<file path="src/clkgen_consts.svh">
// Constants for the clock generator mode controller
`ifndef CLKGEN_CONSTS_SVH
`define CLKGEN_CONSTS_SVH
`define SRC_FLL             2'h0
`define SRC_INTERNAL        2'h1
`define SRC_EXTERNAL        2'h2
`define SRC_RESERVED        2'h3
`define RST_REF_SELECT      1'h1
`define RST_SOURCE_SELECT   2'h0
`define RST_PLL_SELECT      1'h0
`define RST_DCO_RANGE       2'h0
`define REF_SWITCH_CYCLES   8'h04
`define SRC_SWITCH_CYCLES   8'h04
`define DCO_START_CYCLES    8'h10
`define LOCK_ACQ_CYCLES     8'h20
`endif

</file>
<file path="src/clkgen_pkg.sv">
// Types for the clock generator mode controller
`default_nettype none
package clkgen_pkg;
  typedef enum logic [3:0] {
    FLL_ENGAGED_INTERNAL     = 4'h0,
    FLL_ENGAGED_EXTERNAL     = 4'h1,
    FLL_BYPASSED_INTERNAL    = 4'h2,
    FLL_BYPASSED_EXTERNAL    = 4'h3,
    PLL_ENGAGED_EXTERNAL     = 4'h4,
    PLL_BYPASSED_EXTERNAL    = 4'h5,
    LOWPOWER_BYPASS_INTERNAL = 4'h6,
    LOWPOWER_BYPASS_EXTERNAL = 4'h7
  } mode_type;
endpackage
`default_nettype wire

</file>
<file path="src/clkgen_lock_if.sv">
// Lock timer request and status bundle
`default_nettype none
interface clkgen_lock_if;
  logic       restart;
  logic [7:0] length;
  logic       running;
  modport ctrl  (output restart, output length, input running);
  modport timer (input restart, input length, output running);
endinterface
`default_nettype wire

</file>
<file path="src/clkgen_lock_timer.sv">
// Down counter that models loop lock acquisition
`default_nettype none
module clkgen_lock_timer (
  input  wire logic  i_sys_clk,
  input  wire logic  i_rstn,
  input  wire logic  i_ref_tick,
  clkgen_lock_if.timer lk
);
  logic [7:0] count_r;
  always_ff @(posedge i_sys_clk or negedge i_rstn) begin
    if (!i_rstn) begin
      count_r <= 8'h00;
    end else if (lk.restart) begin
      count_r <= lk.length;
    end else if (i_ref_tick && count_r != 8'h00) begin
      count_r <= count_r - 8'h01;
    end
  end
  assign lk.running = (count_r != 8'h00);
endmodule
`default_nettype wire

</file>
<file path="src/clkgen_mode_ctrl.sv">
// Mode selection and switching logic of the clock generator
// Notes on behaviour
// - External, source 00, pll select: PLL output
// - External, source 10, PLL runs for lock
// - PLL modes: debug clock from oscillator, else FLL off
// - Range status reads zero in PLL/low-power modes
// - Internal low-power bypass: internal ref, loops off
// - Debug enable moves internal low-power to FLL bypass
// - External low-power bypass: external ref, loops off
// - Debug enable moves external low-power to bypass
// - Stop disables loops, holds generated clocks static
// - Internal ref out in stop needs both enables
// - External ref out in stop needs enable, stop-enable
// - Reference status follows after switch completes
// - Engaged ref switch restarts loop lock
// - Source status follows after new clock takes over
// - Unavailable source keeps previous source and status
// - Range select frozen while low-power bit set
// - Engaged range change waits for new oscillator
// - Unlocked during startup, then lock and status
// - FLL bypassed internal: internal ref, source 01
// - Reset gives FLL engaged internal mode
// - External ref runs in stop with both enables
`default_nettype none
`include "clkgen_consts.svh"
module clkgen_mode_ctrl #(
  parameter int REF_TICK_DIV = 8
) (
  input  wire logic       i_sys_clk,
  input  wire logic       i_rstn,
  input  wire logic       i_reference_select,
  input  wire logic [1:0] i_output_source_select,
  input  wire logic       i_pll_select,
  input  wire logic       i_loop_low_power,
  input  wire logic [1:0] i_dco_range_select,
  input  wire logic       i_debug_interface_enabled,
  input  wire logic       i_stop,
  input  wire logic       i_internal_ref_out_enable,
  input  wire logic       i_internal_ref_stop_enable,
  input  wire logic       i_external_ref_out_enable,
  input  wire logic       i_external_ref_stop_enable,
  input  wire logic       i_external_ref_ready,
  output logic            o_reference_status,
  output logic [1:0]      o_output_source_status,
  output logic [1:0]      o_dco_range_status,
  output logic            o_lock,
  output logic [3:0]      o_mode,
  output logic            o_fll_enable,
  output logic            o_pll_enable,
  output logic            o_main_from_pll,
  output logic            o_local_debug_clock_en,
  output logic            o_debug_clock_open_loop,
  output logic            o_internal_ref_clock_out_en,
  output logic            o_external_ref_clock_out_en,
  output logic            o_main_clock_gate
);
  clkgen_lock_if lk ();
  logic [$clog2(REF_TICK_DIV)-1:0] tick_cnt_r;
  logic                            ref_tick;
  logic                            ref_r;
  logic [1:0]                      src_r;
  logic                            pll_r;
  logic                            lp_r;
  logic [1:0]                      drs_r;
  logic [1:0]                      drs_done_r;
  logic [7:0]                      ref_cnt_r;
  logic [7:0]                      src_cnt_r;
  logic [7:0]                      dco_cnt_r;
  clkgen_pkg::mode_type            mode_r;
  clkgen_pkg::mode_type            mode_nxt;
  logic                            ref_switching;
  logic                            src_switching;
  logic                            lowpower;
  logic                            src_ok;
  logic                            allowed;
  logic                            ref_done;
  logic                            dco_done;

  always_ff @(posedge i_sys_clk or negedge i_rstn) begin
    if (!i_rstn) begin
      tick_cnt_r <= '0;
    end else if (tick_cnt_r == ($clog2(REF_TICK_DIV))'(REF_TICK_DIV - 1)) begin
      tick_cnt_r <= '0;
    end else begin
      tick_cnt_r <= tick_cnt_r + 1'b1;
    end
  end
  assign ref_tick = (tick_cnt_r == '0);

  clkgen_lock_timer u_lock (
    .i_sys_clk  (i_sys_clk),
    .i_rstn     (i_rstn),
    .i_ref_tick (ref_tick),
    .lk         (lk)
  );

  assign lowpower = i_loop_low_power && !i_debug_interface_enabled;
  assign src_ok = (i_output_source_select != `SRC_RESERVED) &&
                  (i_output_source_select != `SRC_EXTERNAL || i_external_ref_ready);

  // Mode decode from the requested and settled fields
  always_comb begin
    mode_nxt = mode_r;
    if (ref_r) begin
      case (src_r)
        `SRC_FLL:      mode_nxt = clkgen_pkg::FLL_ENGAGED_INTERNAL;
        `SRC_INTERNAL: mode_nxt = lp_r ? clkgen_pkg::LOWPOWER_BYPASS_INTERNAL
                                       : clkgen_pkg::FLL_BYPASSED_INTERNAL;
        default:       mode_nxt = mode_r;
      endcase
    end else begin
      case (src_r)
        `SRC_FLL:      mode_nxt = pll_r ? clkgen_pkg::PLL_ENGAGED_EXTERNAL
                                        : clkgen_pkg::FLL_ENGAGED_EXTERNAL;
        `SRC_EXTERNAL: mode_nxt = lp_r ? clkgen_pkg::LOWPOWER_BYPASS_EXTERNAL
                                : pll_r ? clkgen_pkg::PLL_BYPASSED_EXTERNAL
                                        : clkgen_pkg::FLL_BYPASSED_EXTERNAL;
        default:       mode_nxt = mode_r;
      endcase
    end
  end

  // Permitted transitions; engaged PLL and FLL never swap directly
  always_comb begin
    allowed = 1'b1;
    case (mode_r)
      clkgen_pkg::FLL_ENGAGED_INTERNAL,
      clkgen_pkg::FLL_ENGAGED_EXTERNAL,
      clkgen_pkg::FLL_BYPASSED_INTERNAL,
      clkgen_pkg::FLL_BYPASSED_EXTERNAL:
        allowed = (mode_nxt != clkgen_pkg::PLL_ENGAGED_EXTERNAL);
      clkgen_pkg::PLL_ENGAGED_EXTERNAL:
        allowed = (mode_nxt == clkgen_pkg::PLL_BYPASSED_EXTERNAL);
      clkgen_pkg::PLL_BYPASSED_EXTERNAL:
        allowed = (mode_nxt == clkgen_pkg::PLL_ENGAGED_EXTERNAL) ||
                  (mode_nxt == clkgen_pkg::LOWPOWER_BYPASS_EXTERNAL) ||
                  (mode_nxt == clkgen_pkg::FLL_BYPASSED_EXTERNAL);
      clkgen_pkg::LOWPOWER_BYPASS_INTERNAL:
        allowed = (mode_nxt == clkgen_pkg::FLL_BYPASSED_INTERNAL);
      clkgen_pkg::LOWPOWER_BYPASS_EXTERNAL:
        allowed = (mode_nxt == clkgen_pkg::PLL_BYPASSED_EXTERNAL) ||
                  (mode_nxt == clkgen_pkg::FLL_BYPASSED_EXTERNAL);
      default:
        allowed = 1'b0;
    endcase
  end

  // Reference select switch with settle delay
  always_ff @(posedge i_sys_clk or negedge i_rstn) begin
    if (!i_rstn) begin
      ref_r     <= `RST_REF_SELECT;
      ref_cnt_r <= 8'h00;
    end else if (i_reference_select != ref_r && ref_cnt_r == 8'h00) begin
      ref_cnt_r <= `REF_SWITCH_CYCLES;
    end else if (ref_cnt_r == 8'h01) begin
      ref_cnt_r <= 8'h00;
      ref_r     <= i_reference_select;
    end else if (ref_cnt_r != 8'h00) begin
      ref_cnt_r <= ref_cnt_r - 8'h01;
    end
  end
  assign ref_switching = (ref_cnt_r != 8'h00);
  assign ref_done = (ref_cnt_r == 8'h01) && (i_reference_select != ref_r);

  // Output source switch; unavailable source leaves old one
  always_ff @(posedge i_sys_clk or negedge i_rstn) begin
    if (!i_rstn) begin
      src_r     <= `RST_SOURCE_SELECT;
      src_cnt_r <= 8'h00;
    end else if (i_output_source_select != src_r && src_cnt_r == 8'h00) begin
      if (src_ok) begin
        src_cnt_r <= `SRC_SWITCH_CYCLES;
      end
    end else if (src_cnt_r == 8'h01) begin
      src_cnt_r <= 8'h00;
      if (src_ok) begin
        src_r <= i_output_source_select;
      end
    end else if (src_cnt_r != 8'h00) begin
      src_cnt_r <= src_cnt_r - 8'h01;
    end
  end
  assign src_switching = (src_cnt_r != 8'h00);

  // Loop select and low-power level follow immediately
  always_ff @(posedge i_sys_clk or negedge i_rstn) begin
    if (!i_rstn) begin
      pll_r <= `RST_PLL_SELECT;
      lp_r  <= 1'b0;
    end else begin
      pll_r <= i_pll_select;
      lp_r  <= lowpower;
    end
  end

  // Mode register accepts only permitted moves
  always_ff @(posedge i_sys_clk or negedge i_rstn) begin
    if (!i_rstn) begin
      mode_r <= clkgen_pkg::FLL_ENGAGED_INTERNAL;
    end else if (mode_nxt != mode_r && allowed) begin
      mode_r <= mode_nxt;
    end
  end

  // Range select, frozen under low power
  always_ff @(posedge i_sys_clk or negedge i_rstn) begin
    if (!i_rstn) begin
      drs_r      <= `RST_DCO_RANGE;
      drs_done_r <= `RST_DCO_RANGE;
      dco_cnt_r  <= 8'h00;
    end else begin
      if (!i_loop_low_power && i_dco_range_select != drs_r) begin
        drs_r     <= i_dco_range_select;
        dco_cnt_r <= `DCO_START_CYCLES;
      end else if (dco_cnt_r != 8'h00) begin
        dco_cnt_r <= dco_cnt_r - 8'h01;
      end
      if (dco_cnt_r == 8'h01) begin
        drs_done_r <= drs_r;
      end
    end
  end
  assign dco_done = (dco_cnt_r == 8'h01);

  // Relock after reference switch or new oscillator
  assign lk.restart = (ref_done && (mode_r == clkgen_pkg::FLL_ENGAGED_INTERNAL ||
                                    mode_r == clkgen_pkg::FLL_ENGAGED_EXTERNAL ||
                                    mode_r == clkgen_pkg::PLL_ENGAGED_EXTERNAL))
                      || dco_done || i_stop;
  assign lk.length = `LOCK_ACQ_CYCLES;

  always_ff @(posedge i_sys_clk or negedge i_rstn) begin
    if (!i_rstn) begin
      o_reference_status          <= `RST_REF_SELECT;
      o_output_source_status      <= `RST_SOURCE_SELECT;
      o_dco_range_status          <= `RST_DCO_RANGE;
      o_lock                      <= 1'b0;
      o_mode                      <= 4'h0;
      o_fll_enable                <= 1'b0;
      o_pll_enable                <= 1'b0;
      o_main_from_pll             <= 1'b0;
      o_local_debug_clock_en      <= 1'b0;
      o_debug_clock_open_loop     <= 1'b0;
      o_internal_ref_clock_out_en <= 1'b0;
      o_external_ref_clock_out_en <= 1'b0;
      o_main_clock_gate           <= 1'b0;
    end else begin
      o_reference_status     <= ref_r;
      o_output_source_status <= src_r;
      o_mode                 <= mode_r;
      o_lock <= !i_stop && !lk.running && (dco_cnt_r == 8'h00) &&
                (o_fll_enable || o_pll_enable);
      case (mode_r)
        clkgen_pkg::PLL_ENGAGED_EXTERNAL, clkgen_pkg::PLL_BYPASSED_EXTERNAL,
        clkgen_pkg::LOWPOWER_BYPASS_INTERNAL, clkgen_pkg::LOWPOWER_BYPASS_EXTERNAL:
          o_dco_range_status <= 2'h0;
        default:
          o_dco_range_status <= drs_done_r;
      endcase
      case (mode_r)
        clkgen_pkg::PLL_ENGAGED_EXTERNAL, clkgen_pkg::PLL_BYPASSED_EXTERNAL: begin
          o_pll_enable            <= !i_stop;
          o_fll_enable            <= 1'b0;
          o_local_debug_clock_en  <= !i_stop && i_debug_interface_enabled;
          o_debug_clock_open_loop <= !i_stop && i_debug_interface_enabled;
        end
        clkgen_pkg::LOWPOWER_BYPASS_INTERNAL, clkgen_pkg::LOWPOWER_BYPASS_EXTERNAL: begin
          o_pll_enable            <= 1'b0;
          o_fll_enable            <= 1'b0;
          o_local_debug_clock_en  <= 1'b0;
          o_debug_clock_open_loop <= 1'b0;
        end
        default: begin
          o_pll_enable            <= 1'b0;
          o_fll_enable            <= !i_stop;
          o_local_debug_clock_en  <= !i_stop;
          o_debug_clock_open_loop <= 1'b0;
        end
      endcase
      o_main_from_pll   <= (mode_r == clkgen_pkg::PLL_ENGAGED_EXTERNAL);
      o_main_clock_gate <= !i_stop;
      o_internal_ref_clock_out_en <= i_internal_ref_out_enable &&
                                     (!i_stop || i_internal_ref_stop_enable);
      o_external_ref_clock_out_en <= i_external_ref_out_enable &&
                                     (!i_stop || i_external_ref_stop_enable);
    end
  end

  AST_STOP_LOOPS_OFF: assert property (@(posedge i_sys_clk) disable iff (!i_rstn)
    i_stop |=> !o_fll_enable && !o_pll_enable && !o_main_clock_gate)
    else $error("Loop running in stop");
  AST_IREF_STOP: assert property (@(posedge i_sys_clk) disable iff (!i_rstn)
    i_stop && !(i_internal_ref_out_enable && i_internal_ref_stop_enable)
      |=> !o_internal_ref_clock_out_en)
    else $error("Internal ref out active in stop");
  AST_EREF_STOP: assert property (@(posedge i_sys_clk) disable iff (!i_rstn)
    i_stop && i_external_ref_out_enable && i_external_ref_stop_enable
      |=> o_external_ref_clock_out_en)
    else $error("External ref out lost in stop");
  AST_DCO_RANGE_STATUS_ZERO: assert property (@(posedge i_sys_clk) disable iff (!i_rstn)
    (mode_r == clkgen_pkg::PLL_ENGAGED_EXTERNAL ||
     mode_r == clkgen_pkg::LOWPOWER_BYPASS_INTERNAL) |=> o_dco_range_status == 2'h0)
    else $error("Range status not zero");
  AST_REF_STATUS_HOLD: assert property (@(posedge i_sys_clk) disable iff (!i_rstn)
    ref_switching && ref_cnt_r != 8'h01 |=> ref_r == $past(ref_r))
    else $error("Reference status changed early");
  AST_SRC_UNAVAIL: assert property (@(posedge i_sys_clk) disable iff (!i_rstn)
    src_cnt_r == 8'h01 && !src_ok |=> src_r == $past(src_r))
    else $error("Unavailable source taken");
  AST_DRS_FROZEN: assert property (@(posedge i_sys_clk) disable iff (!i_rstn)
    i_loop_low_power |=> drs_r == $past(drs_r))
    else $error("Range changed under low power");
  AST_PEE_FROM_PLL: assert property (@(posedge i_sys_clk) disable iff (!i_rstn)
    mode_r == clkgen_pkg::PLL_ENGAGED_EXTERNAL |=> o_main_from_pll)
    else $error("PLL engaged without PLL output");
  AST_LOWPOWER_BYPASS_INTERNAL_EXIT: assert property (@(posedge i_sys_clk) disable iff (!i_rstn)
    mode_r == clkgen_pkg::LOWPOWER_BYPASS_INTERNAL |=> (mode_r ==
      clkgen_pkg::LOWPOWER_BYPASS_INTERNAL || mode_r == clkgen_pkg::FLL_BYPASSED_INTERNAL))
    else $error("Illegal exit from internal low power");
  AST_DCO_UNLOCK: assert property (@(posedge i_sys_clk) disable iff (!i_rstn)
    dco_done |=> ##1 !o_lock [*8])
    else $error("Lock reported during startup");
  AST_DCO_RANGE_STATUS_HOLD: assert property (@(posedge i_sys_clk) disable iff (!i_rstn)
    dco_cnt_r > 8'h01 |=> drs_done_r == $past(drs_done_r))
    else $error("Range status moved before oscillator start");
  AST_RELOCK: assert property (@(posedge i_sys_clk) disable iff (!i_rstn)
    ref_done && (mode_r == clkgen_pkg::FLL_ENGAGED_INTERNAL ||
                 mode_r == clkgen_pkg::FLL_ENGAGED_EXTERNAL ||
                 mode_r == clkgen_pkg::PLL_ENGAGED_EXTERNAL) |=> lk.running)
    else $error("Loop lock not restarted after reference switch");

  COV_PEE: cover property (@(posedge i_sys_clk) disable iff (!i_rstn)
    mode_r == clkgen_pkg::PLL_ENGAGED_EXTERNAL);
  COV_LOWPOWER_BYPASS_INTERNAL_TO_FBI: cover property (@(posedge i_sys_clk) disable iff (!i_rstn)
    mode_r == clkgen_pkg::LOWPOWER_BYPASS_INTERNAL ##1
    mode_r == clkgen_pkg::FLL_BYPASSED_INTERNAL);
  COV_REF_SWITCH: cover property (@(posedge i_sys_clk) disable iff (!i_rstn)
    ref_done);
  COV_STOP_IREF: cover property (@(posedge i_sys_clk) disable iff (!i_rstn)
    i_stop && o_internal_ref_clock_out_en);
endmodule
`default_nettype wire

</file>
<file path="config.mk">
export PLATFORM = sky130hd
export DESIGN_NAME = clkgen_mode_ctrl
export DESIGN_NICKNAME = d
export VERILOG_FILES = /design/src/clkgen_pkg.sv /design/src/clkgen_lock_if.sv /design/src/clkgen_lock_timer.sv /design/src/clkgen_mode_ctrl.sv
export VERILOG_INCLUDE_DIRS = /design/src
export SDC_FILE = /design/constraint.sdc
export NUM_CORES = 1
export LEC_CHECK = 0
export BUFFER_PORTS_ARGS = -buffer_cell sky130_fd_sc_hd__buf_2
export CAP_MARGIN = 10
export CORE_UTILIZATION = 55
export CTS_CLUSTER_DIAMETER = 60
export DETAILED_ROUTE_END_ITERATION = 8
export PLACE_DENSITY = 0.74
export SLEW_MARGIN = 25
export SYNTH_ARGS = -nofsm -noshare
export SYNTH_HDL_FRONTEND = slang
export SYNTH_SLANG_ARGS = --single-unit
</file>
<file path="constraint.sdc">
create_clock -name i_sys_clk -period 2.36 [get_ports i_sys_clk]
set_input_delay 0.118 -clock i_sys_clk [delete_from_list [all_inputs] [get_ports i_sys_clk]]
set_output_delay 0.118 -clock i_sys_clk [all_outputs]
set_load 0.02 [all_outputs]
</file>
Yosys cells after proc, flatten, opt, wreduce, memory -nomap -nowiden
Index checks and enable logic that the tools add are counted.
{"block": "word_totals", "in_bits": 16, "word_cells": 134, "ff_bits": 66, "output_inout_bits": 18}
{"block": "op_classes", "n_bitwise": 2, "n_mux": 25, "n_eq_ne": 26, "reduce_logical": 51, "n_addsub": 5}
{"cell": "two-way mux 8 bit", "count": 11}
{"cell": "nonzero test 8 bit", "count": 4}
{"cell": "subtractor 8 x 1 -> 8 bit (second input constant)", "count": 4}
{"cell": "equality test 4 x 3 -> 1 bit (second input constant)", "count": 7}
{"cell": "equality test 8 x 1 -> 1 bit (second input constant)", "count": 3}
{"cell": "zero test 8 bit", "count": 3}
{"cell": "equality test 4 x 2 -> 1 bit (second input constant)", "count": 4}
{"cell": "one-hot mux 4 bit (2 select lines)", "count": 2}
{"cell": "logical AND 1 bit", "count": 15}
{"cell": "two-way mux 3 bit", "count": 5}
{"cell": "logical OR 1 bit", "count": 11}
{"cell": "OR reduction 4 bit", "count": 2}
{"cell": "!= test 2 bit (second input constant)", "count": 3}
{"cell": "nonzero test 3 bit", "count": 2}
{"cell": "one-hot mux 1 bit (5 select lines)", "count": 1}
{"cell": "equality test 4 x 1 -> 1 bit (second input constant)", "count": 1}
{"cell": "zero test 1 bit", "count": 4}
{"cell": "zero test 4 bit", "count": 1}
{"cell": "two-way mux 4 bit", "count": 1}
{"cell": "!= test 2 bit", "count": 2}
{"cell": "!= test 4 x 3 -> 1 bit (second input constant)", "count": 1}
{"cell": "!= test 4 bit", "count": 1}
{"cell": "AND reduction 2 bit", "count": 2}
{"cell": "nonzero test 2 bit", "count": 2}
{"cell": "other kinds (13)", "count": 17}

Logic depth before layout (Yosys ltp)
Gate-level depths: netlist of run 1.
{"block": "logic_depth", "word_depth": 9, "depth_mapped": 8, "depth_no_buf": 8}

Hierarchy
From an unflattened synthesis of run 1, not the netlist that was laid out.
{"block": "unflattened", "hier_cells": 343, "area_unflattened_um2": 3435.8}
{"mod": "clkgen_mode_ctrl", "n_inst": 1, "cells_each": 279, "seq_area_each_um2": 1453.9, "area_each_um2": 2869.0}
{"mod": "clkgen_lock_timer", "n_inst": 1, "cells_each": 64, "seq_area_each_um2": 200.2, "area_each_um2": 566.8}

Worst setup path before layout of run 1
Ideal clock, no wire load.
{"block": "synth_timing", "path_type": "reg-to-reg", "from": "reg ref_r", "to": "reg mode_r[1]", "setup_ns": 0.125, "n_path_buf": 0, "arrival_time_ns": 1.851, "slack_ns": 0.384, "stages_incl_launch_ff": 7, "t_required_ns": 2.235, "synth_period_minus_slack_ns": 1.976, "path_cell_list": "dfstp_2 > mux2i_1 > nor3_1 > o32ai_1 > mux2i_2 > nand3_2 > mux2_4"}
{"block": "synth_between", "elab_chain_cells": 6, "word_cells_on_any_way": 13, "cone_classes": "7 x eq/ne; 2 x mux; 4 x reduce/logical"}
{"item": "from (decl)", "line_no": "clkgen_mode_ctrl.sv:60", "source": "logic ref_r;"}
{"item": "from (signal assigned)", "line_no": "clkgen_mode_ctrl.sv:151", "source": "ref_r <= `RST_REF_SELECT;"}
{"item": "from (signal assigned)", "line_no": "clkgen_mode_ctrl.sv:157", "source": "ref_r <= i_reference_select;"}
{"item": "two-way mux 4 bit *", "line_no": "clkgen_mode_ctrl.sv:104", "source": "if (ref_r) begin"}
{"item": "equality test 4 x 3 -> 1 bit (on tied branches)", "line_no": "clkgen_mode_ctrl.sv:135, clkgen_mode_ctrl.sv:136"}
{"item": "logical OR 1 bit", "line_no": "clkgen_mode_ctrl.sv:135", "source": "allowed = (mode_nxt == clkgen_pkg::PLL_ENGAGED_EXTERNAL) ||"}
{"item": "logical OR 1 bit", "line_no": "clkgen_mode_ctrl.sv:136", "source": "(mode_nxt == clkgen_pkg::LOWPOWER_BYPASS_EXTERNAL) ||"}
{"item": "one-hot mux 1 bit (5 select lines)", "line_no": "clkgen_mode_ctrl.sv:126", "source": "case (mode_r)"}
{"item": "logical AND 1 bit", "line_no": "clkgen_mode_ctrl.sv:200", "source": "end else if (mode_nxt != mode_r && allowed) begin"}
{"item": "to (signal assigned)", "line_no": "clkgen_mode_ctrl.sv:199", "source": "mode_r <= clkgen_pkg::FLL_ENGAGED_INTERNAL;"}
{"item": "to (signal assigned)", "line_no": "clkgen_mode_ctrl.sv:201", "source": "mode_r <= mode_nxt;"}
{"item": "to (decl)", "line_no": "clkgen_mode_ctrl.sv:69", "source": "clkgen_pkg::mode_type mode_r;"}
Mark *: on every way between the ends. The rest lies on a longest branch, timed or not.
A chain may end at the register's enable or synchronous reset.

Worst setup path after layout of run 1
Ends and elaborated chain as after synthesis.

==> flow_metrics.tcl, run 1 <==
set metrics [dict create \
    path_buf_inv 0 \
    grt_usage_pct 22.2 \
    rows 28 \
    maxCapViolCount 0 \
    vias_per_cell 5.51 \
    port_buffers 33 \
    yosysMostFrequentCell "dfrtp_1" \
    peakVddDrop_mv 0.767 \
    cts_buffer_depth 2 \
    async_flop_share_pct 100 \
    ys_top_cells_by_count "64 x dfrtp_1, 37 x nor2_1, 23 x nand2_1, 19 x inv_1" \
    start_kind "flop" \
    nets 398 \
    dr.pass1.iters 4 \
    ioPinCount 34 \
    critPathRequiredTime_ns 2.57 \
    drtAntennaViolNets 0 \
    drc 0 \
    ys_types 59 \
    crit_slowest_cell "dfstp_2" \
    clkSlewWorstSetupHoldPaths_ns 0.07 \
    die_h_um 80.2 \
    drive_gt1_share_pct 22.5 \
    cts_root_buffer "clkbuf_8" \
    antenna_found_initial 0 \
    avgRoutedWirePerCell_um 13.8 \
    wirelength_mm 6.25 \
    crit_family "multiplexers" \
    synth_top_area_share_pct 47.6 \
    status "finished clean" \
    netlist_instances 320 \
    grt.overflow.total 0 \
    insertion_delay_ns 0.33 \
    max_slew.worst_pin.slew_ns 0.641 \
    ys_seq_area_share_pct 49.1 \
    postCtsSetupRepairBufs 0 \
    initial_utilization_pct 56.9 \
    synth_top_area_cell "dfrtp_1" \
    final_util_pct 66.4 \
    setup.worst_path.end_class "flop" \
    core_area_mm2 0.00592 \
    grt_util_met3_pct 5.45 \
    grt_pass1_vias 2316 \
    h-tree-depth 3 \
    ys.flop_type "dfrtp_1" \
    worstPathCellList "nor4b_2 -> a2111oi_4 -> mux2i_1 -> nand3_2 -> mux2_4" \
    min_period_over_period_pct 92.5 \
    timing.hold.ws_ns 0.0358 \
    finalNonFillerCells 452 \
    use_met1_pct 30.5 \
    dp_cells 428 \
    synth-edff-count 0 \
    fin_skew_ns 0.00804 \
    crit_type "reg2reg" \
    p_per_area_mw_per_mm2 1100 \
    top_usage_layer "met2" \
    rsz0062_at_grt "false" \
    ys_seq_elements 66 \
    drv_slew 0 \
    antennaDiodeCount 0 \
    yosys_warnings 0 \
    fin_setup_tns_ns 0 \
    grtUsageMet2_pct 33.9 \
    drt_iter0_drc 202 \
    crit_fanout 9 \
    cp_data_arrival_time_ns 2.40 \
    syn_area_mm2 0.00337 \
    synthTopCellsByArea "dfrtp_1 48%, nor2_1 4.1%, ha_1 3.7%, xnor2_1 2.9%, mux2i_1 2.7%" \
    grt_max_degree 36 \
    gp_congestion 0.864 \
    max_stage_delay_ns 0.64 \
    cts_tree "built" \
    syn2layout_area_growth_pct 16.7 \
    avgSynthCellArea_um2 10.5 \
    clock_sink_count 66 \
    cts_inserted_buffers 9 \
    syn-num-nets 346 \
    hp-class "in2reg" \
    min_period_ns 2.18 \
    maxSlewHeadroom_pct 57.3 \
    power_leakage_nw 1.74 \
    finalSetupViolCount 0 \
    die-area_mm2 0.00644 \
    hold_violations 0 \
    grt_pass1_wl_mm 10.8 \
    max_freq_ghz 0.458 \
    die_w_um 80.2 \
    vias 2489 \
    hpwl_mm 4.40 \
]
placed cells by master, fill, tap and decap left out, drive strengths merged, types with 3 or more instances in the layout:
cell type    netlist  routed
dfrtp             64      64
buf                4      41
nor2              39      39
nand2             23      23
inv               19      19
a21oi             16      16
nor3              15      15
xnor2             11      11
o21ai             11      11
clkbuf             4      11
ha                10      10
nand3             10      10
mux2i             10      10
mux2               9       9
dlygate4sd3        0       8
xor2               7       7
a211oi             7       7
nand2b             5       5
nor2b              5       5
nor3b              5       5
and2               4       4
nor4               4       4
or4                3       3
a21boi             3       3
o22ai              3       3
a2111oi            3       3
through the flow:
step / area (um2) / worst slack (ns) / power (mW)
global placement: 3630 / 0.221 / 3.23
CTS: 3930 / 0.0986 / 4.34
finish: 3930 / 0.177 / 4.33
floorplan: 3370 / 0.384 / 2.91
global route: 3930 / 0.0191 / 4.61
detailed placement: 3630 / 0.0961 / 3.27
final cells by class:
type / count / area (um2)
Clock buffer: 11 / 141
Clock inverter: 5 / 77.6
Fill cell: 462 / 1990
Inverter: 19 / 71.3
Multi-Input combinational cell: 227 / 1590
Sequential cell: 66 / 1660
Tap cell: 75 / 93.8
Timing Repair Buffer: 49 / 305
tightest hold or removal path, cell delays in order:
cell and delay, ns:
buf_2 0.12, inv_1 0.05, a21oi_1 0.05
path summary, 6_finish.rpt:
check / to / cells past startpoint / slack, ns / startpoint
min in group asynchronous: tick_cnt_r[2] / 2 / 0.12 / i_rstn
worst max register to register: mode_r[1] / 5 / 0.18 / ref_r
max in group asynchronous: ref_cnt_r[1] / 3 / 1.62 / i_rstn
worst min-delay path: src_r[1] / 3 / 0.04 / i_output_source_select[1]
worst max-delay path: mode_r[1] / 5 / 0.18 / ref_r
worst min register to register: o_reference_status / 0 / 0.45 / ref_r
power by group:
| group | total (mW) | leakage (nW) | internal [mW] | switching [mW] |
|---|---|---|---|---|
| registers | 1.71 | 0.801 | 1.42 | 0.289 |
| logic | 1.58 | 0.832 | 0.698 | 0.884 |
| clock network | 1.03 | 0.109 | 0.620 | 0.413 |
| total | 4.33 | 1.74 | 2.74 | 1.59 |
metal layers:
layer	wire length (um)	part of all wire [%]
met2	2930	47
met5	0	0
met3	331	5.3
met4	111	1.8
met1	2870	46
state kept, by name, indices dropped and copies added (netlist names), 3 cells and up:
register        count
src_cnt_r           8
u_lock.count_r      8
tick_cnt_r          3
dco_cnt_r           8
mode_r              4
ref_cnt_r           8
o_mode              4
cells by family (layout without fill, tap and decap cells):
logic type                 after synthesis  count (layout)  share of synthesized area [%]
DFF                                     66              66                           49.1
adders and majority gates               10              10                           3.72
buffers and inverters                   27              84                           3.79
muxes                                   19              19                           6.32
and+or+nand+nor                        123             123                           19.2
xor gates and xnor gates                18              18                           4.91
AOI/OAI and AO/OA                       57              57                           12.9
repair_timing:
item,in CTS,in global routing
endpoints found under the setup margin,0,2
hold buffers,8,0
resized for setup,0,1
endpoints found under the hold margin,71,0
Power figures use the tool's default switching activity.
==> inputs of run 2 (changes only) <==
- SYNTH_HIERARCHICAL: not set -> 1
==> run 2 against run 1 <==
  * Register-to-register slack got worse by 0.09 ns
  * First-iteration DRC count grew 7.9%
  * Sequential share of layout area decreased by 1.8 points
  * Hold slack worse by 0.0061 ns
  * Die area up 2.0%
  * Final cell count is 7.5% higher
  * Maximum frequency is 4.1% lower
  * Critical path depth rose by 1
  * Critical endpoint is now mode_r[2]
==> flow_metrics.tcl, run 2 <==
set metrics [dict create \
    h-tree-depth 3 \
    ioPinCount 34 \
    avgSynthCellArea_um2 10.0 \
    ys_types 63 \
    max_slew.worst_pin.slew_ns 0.749 \
    syn_area_mm2 0.00344 \
    peakVddDrop_mv 0.677 \
    crit_fanout 6 \
    die_h_um 81.0 \
    vias 2767 \
    finalNonFillerCells 486 \
    num-fill-cells 443 \
    start_kind "flop" \
    worstPathCellList "nor3b_1 -> or4_4 -> and3_4 -> a221oi_4 -> o32ai_2 -> mux2_4" \
    async_flop_share_pct 100 \
    wirelength_mm 7.22 \
    max_freq_ghz 0.439 \
    vias_per_cell 5.69 \
    ys_top_cells_by_count "64 x dfrtp_1, 36 x nor2_1, 22 x inv_1, 20 x a21oi_1, 17 x nor3_1" \
    crit_type "reg2reg" \
    clock_sink_count 66 \
    hold_violations 0 \
    drv_slew 0 \
    ys.flop_type "dfrtp_1" \
    die_w_um 81.0 \
    totalPowerFinal_mw 5.08 \
    antenna_found_initial 0 \
    die-area_mm2 0.00657 \
    dp_cells 463 \
    finalSetupViolCount 0 \
    nets 433 \
    preCtsSetupSlack_ns 0.0129 \
    layout_setup_ws_ns 0.0833 \
    worstHoldStart "i_stop" \
    hpwl_mm 5.08 \
    grt.overflow.total 0 \
    cts_root_buffer "clkbuf_8" \
    cts_inserted_buffers 9 \
    rows 28 \
    drc 0 \
    core_area_mm2 0.00596 \
    critPathRequiredTime_ns 2.59 \
    dr.pass1.iters 5 \
    maxSlewHeadroom_pct 50.1 \
    fin_setup_tns_ns 0 \
    crit_slowest_cell "dfstp_2" \
    syn2layout_area_growth_pct 19.3 \
    cts_buffer_depth 2 \
    hp-class "in2reg" \
    crit_start "ref_r" \
    ys_seq_area_share_pct 48.1 \
    cts_tree "built" \
    grt_pass1_wl_mm 11.9 \
    p_per_area_mw_per_mm2 1240 \
    min_period_ns 2.28 \
    netlist_instances 343 \
    yosys_warnings 6 \
    rsz0062_at_grt "false" \
    initial_utilization_pct 57.7 \
    seq_area_mm2 0.00165 \
    port_buffers 33 \
    status "finished clean" \
    multi_input_area_mm2 0.00168 \
    maxCapViolCount 0 \
    setup.worst_path.end_class "flop" \
    grt_usage_pct 24.3 \
    layout.cells.most_common_list "64 x dfrtp_1, 36 x nor2_1, 33 x buf_2" \
    synth_top_area_share_pct 46.6 \
    fin_skew_ns 0.00869 \
    insertion_delay_ns 0.34 \
    drtAntennaViolNets 0 \
    ys_seq_elements 66 \
    power_leakage_nw 1.86 \
    max_stage_delay_ns 0.57 \
    drt_iter0_drc 218 \
    drive_gt1_share_pct 19.7 \
    final_util_pct 68.8 \
    cp_data_arrival_time_ns 2.51 \
    layout_commonest_cell "dfrtp_1" \
    clkSlewWorstSetupHoldPaths_ns 0.07 \
    r2r-start "ref_r" \
    avgRoutedWirePerCell_um 14.9 \
    gp_congestion 0.901 \
    synth-edff-count 0 \
    yosysMostFrequentCell "dfrtp_1" \
    min_period_over_period_pct 96.5 \
    grt_pass1_vias 2536 \
    synth_top_area_cell "dfrtp_1" \
    synthTopCellsByArea "dfrtp_1 47%, nor2_1 3.9%, ha_1 3.6%, a21oi_1 2.9%, nor3_1 2.5%" \
    antennaDiodeCount 0 \
    grt_max_degree 36 \
]
run 2: changes by cell type in the layout (fill, tap and decap cells not counted), moves of 5 or more:
cell,previous run,this run
a211oi_1,5,0
a21oi_1,15,20
buf_4,8,17
conb_1,0,8
mux2i_1,9,4
nand2_1,23,16
o211ai_1,1,6
o21ai_1,0,5
run 2: power breakdown:
group          switching [mW]  leakage [nW]  internal [mW]
logic                    1.24         0.955           1.02
clock network           0.410        0.0962          0.508
registers               0.361         0.813           1.54
total                    2.01          1.86           3.07
run 2: stage by stage:
| step | cell area, um2 | hold slack [ns] |
|---|---|---|
| 2_1_floorplan | 3480 | -0.178 |
| 3_3_place_gp | 3820 | 0.216 |
| 3_5_place_dp | 3820 | 0.231 |
| 4_1_cts | 4090 | 0.0169 |
| 5_1_grt | 4100 | 0.0303 |
| 6_report | 4100 | 0.0297 |
run 2: worst paths after layout:
path	endpoint	slack, ns	cells past startpoint
setup reg to reg	mode_r[2]	0.08	6
hold reg to reg	tick_cnt_r[0]	0.47	1
hold / removal	o_lock	0.03	2
max in group asynchronous	dco_cnt_r[1]	1.34	3
min in group asynchronous	o_mode[1]	0.37	2
setup / recovery	mode_r[2]	0.08	6
run 2: logic make-up after synthesis:
group	share of synthesized area [%]
xor gates and xnor gates	3.82
other	0.219
buffers and inverters	4.48
AOI/OAI and AO/OA	15.0
muxes	3.90
and+or+nand+nor	20.8
DFF	48.1
adders and majority gates	3.64
run 2: final cells by class:
cell class,instances,area share (%)
clock inverter,3,0.977
clock buffer,12,3.54
multi-input combinational,249,41.0
inverter,22,2.02
timing repair buffer,59,9.83
sequential,66,40.4
tap,75,2.29
run 2: metal layers:
layer  global-route usage, %  vias to the layer above  part of all wire [%]
met5                       0                        -                     0
met4                    13.2                        0                   2.2
met3                    3.71                       16                   4.3
met2                    37.2                       90                    48
met1                    33.0                     1312                    46
li1                        -                     1349                     -
run 2: repair_timing:
item	4_1_cts	5_1_grt
endpoints found under the hold margin	33	0
setup endpoints to repair	1	2
hold buffers	7	0
resized for setup	2	1
buffers inserted	0	1
pin swaps	0	1
run 2: critical path: cells and delay by family, from the launching register on:
kind / cells / cell delay (ns)
and+or+nand+nor: 3 / 0.84
DFF: 1 / 0.57
AOI/OAI and AO/OA: 2 / 0.45
muxes: 1 / 0.31
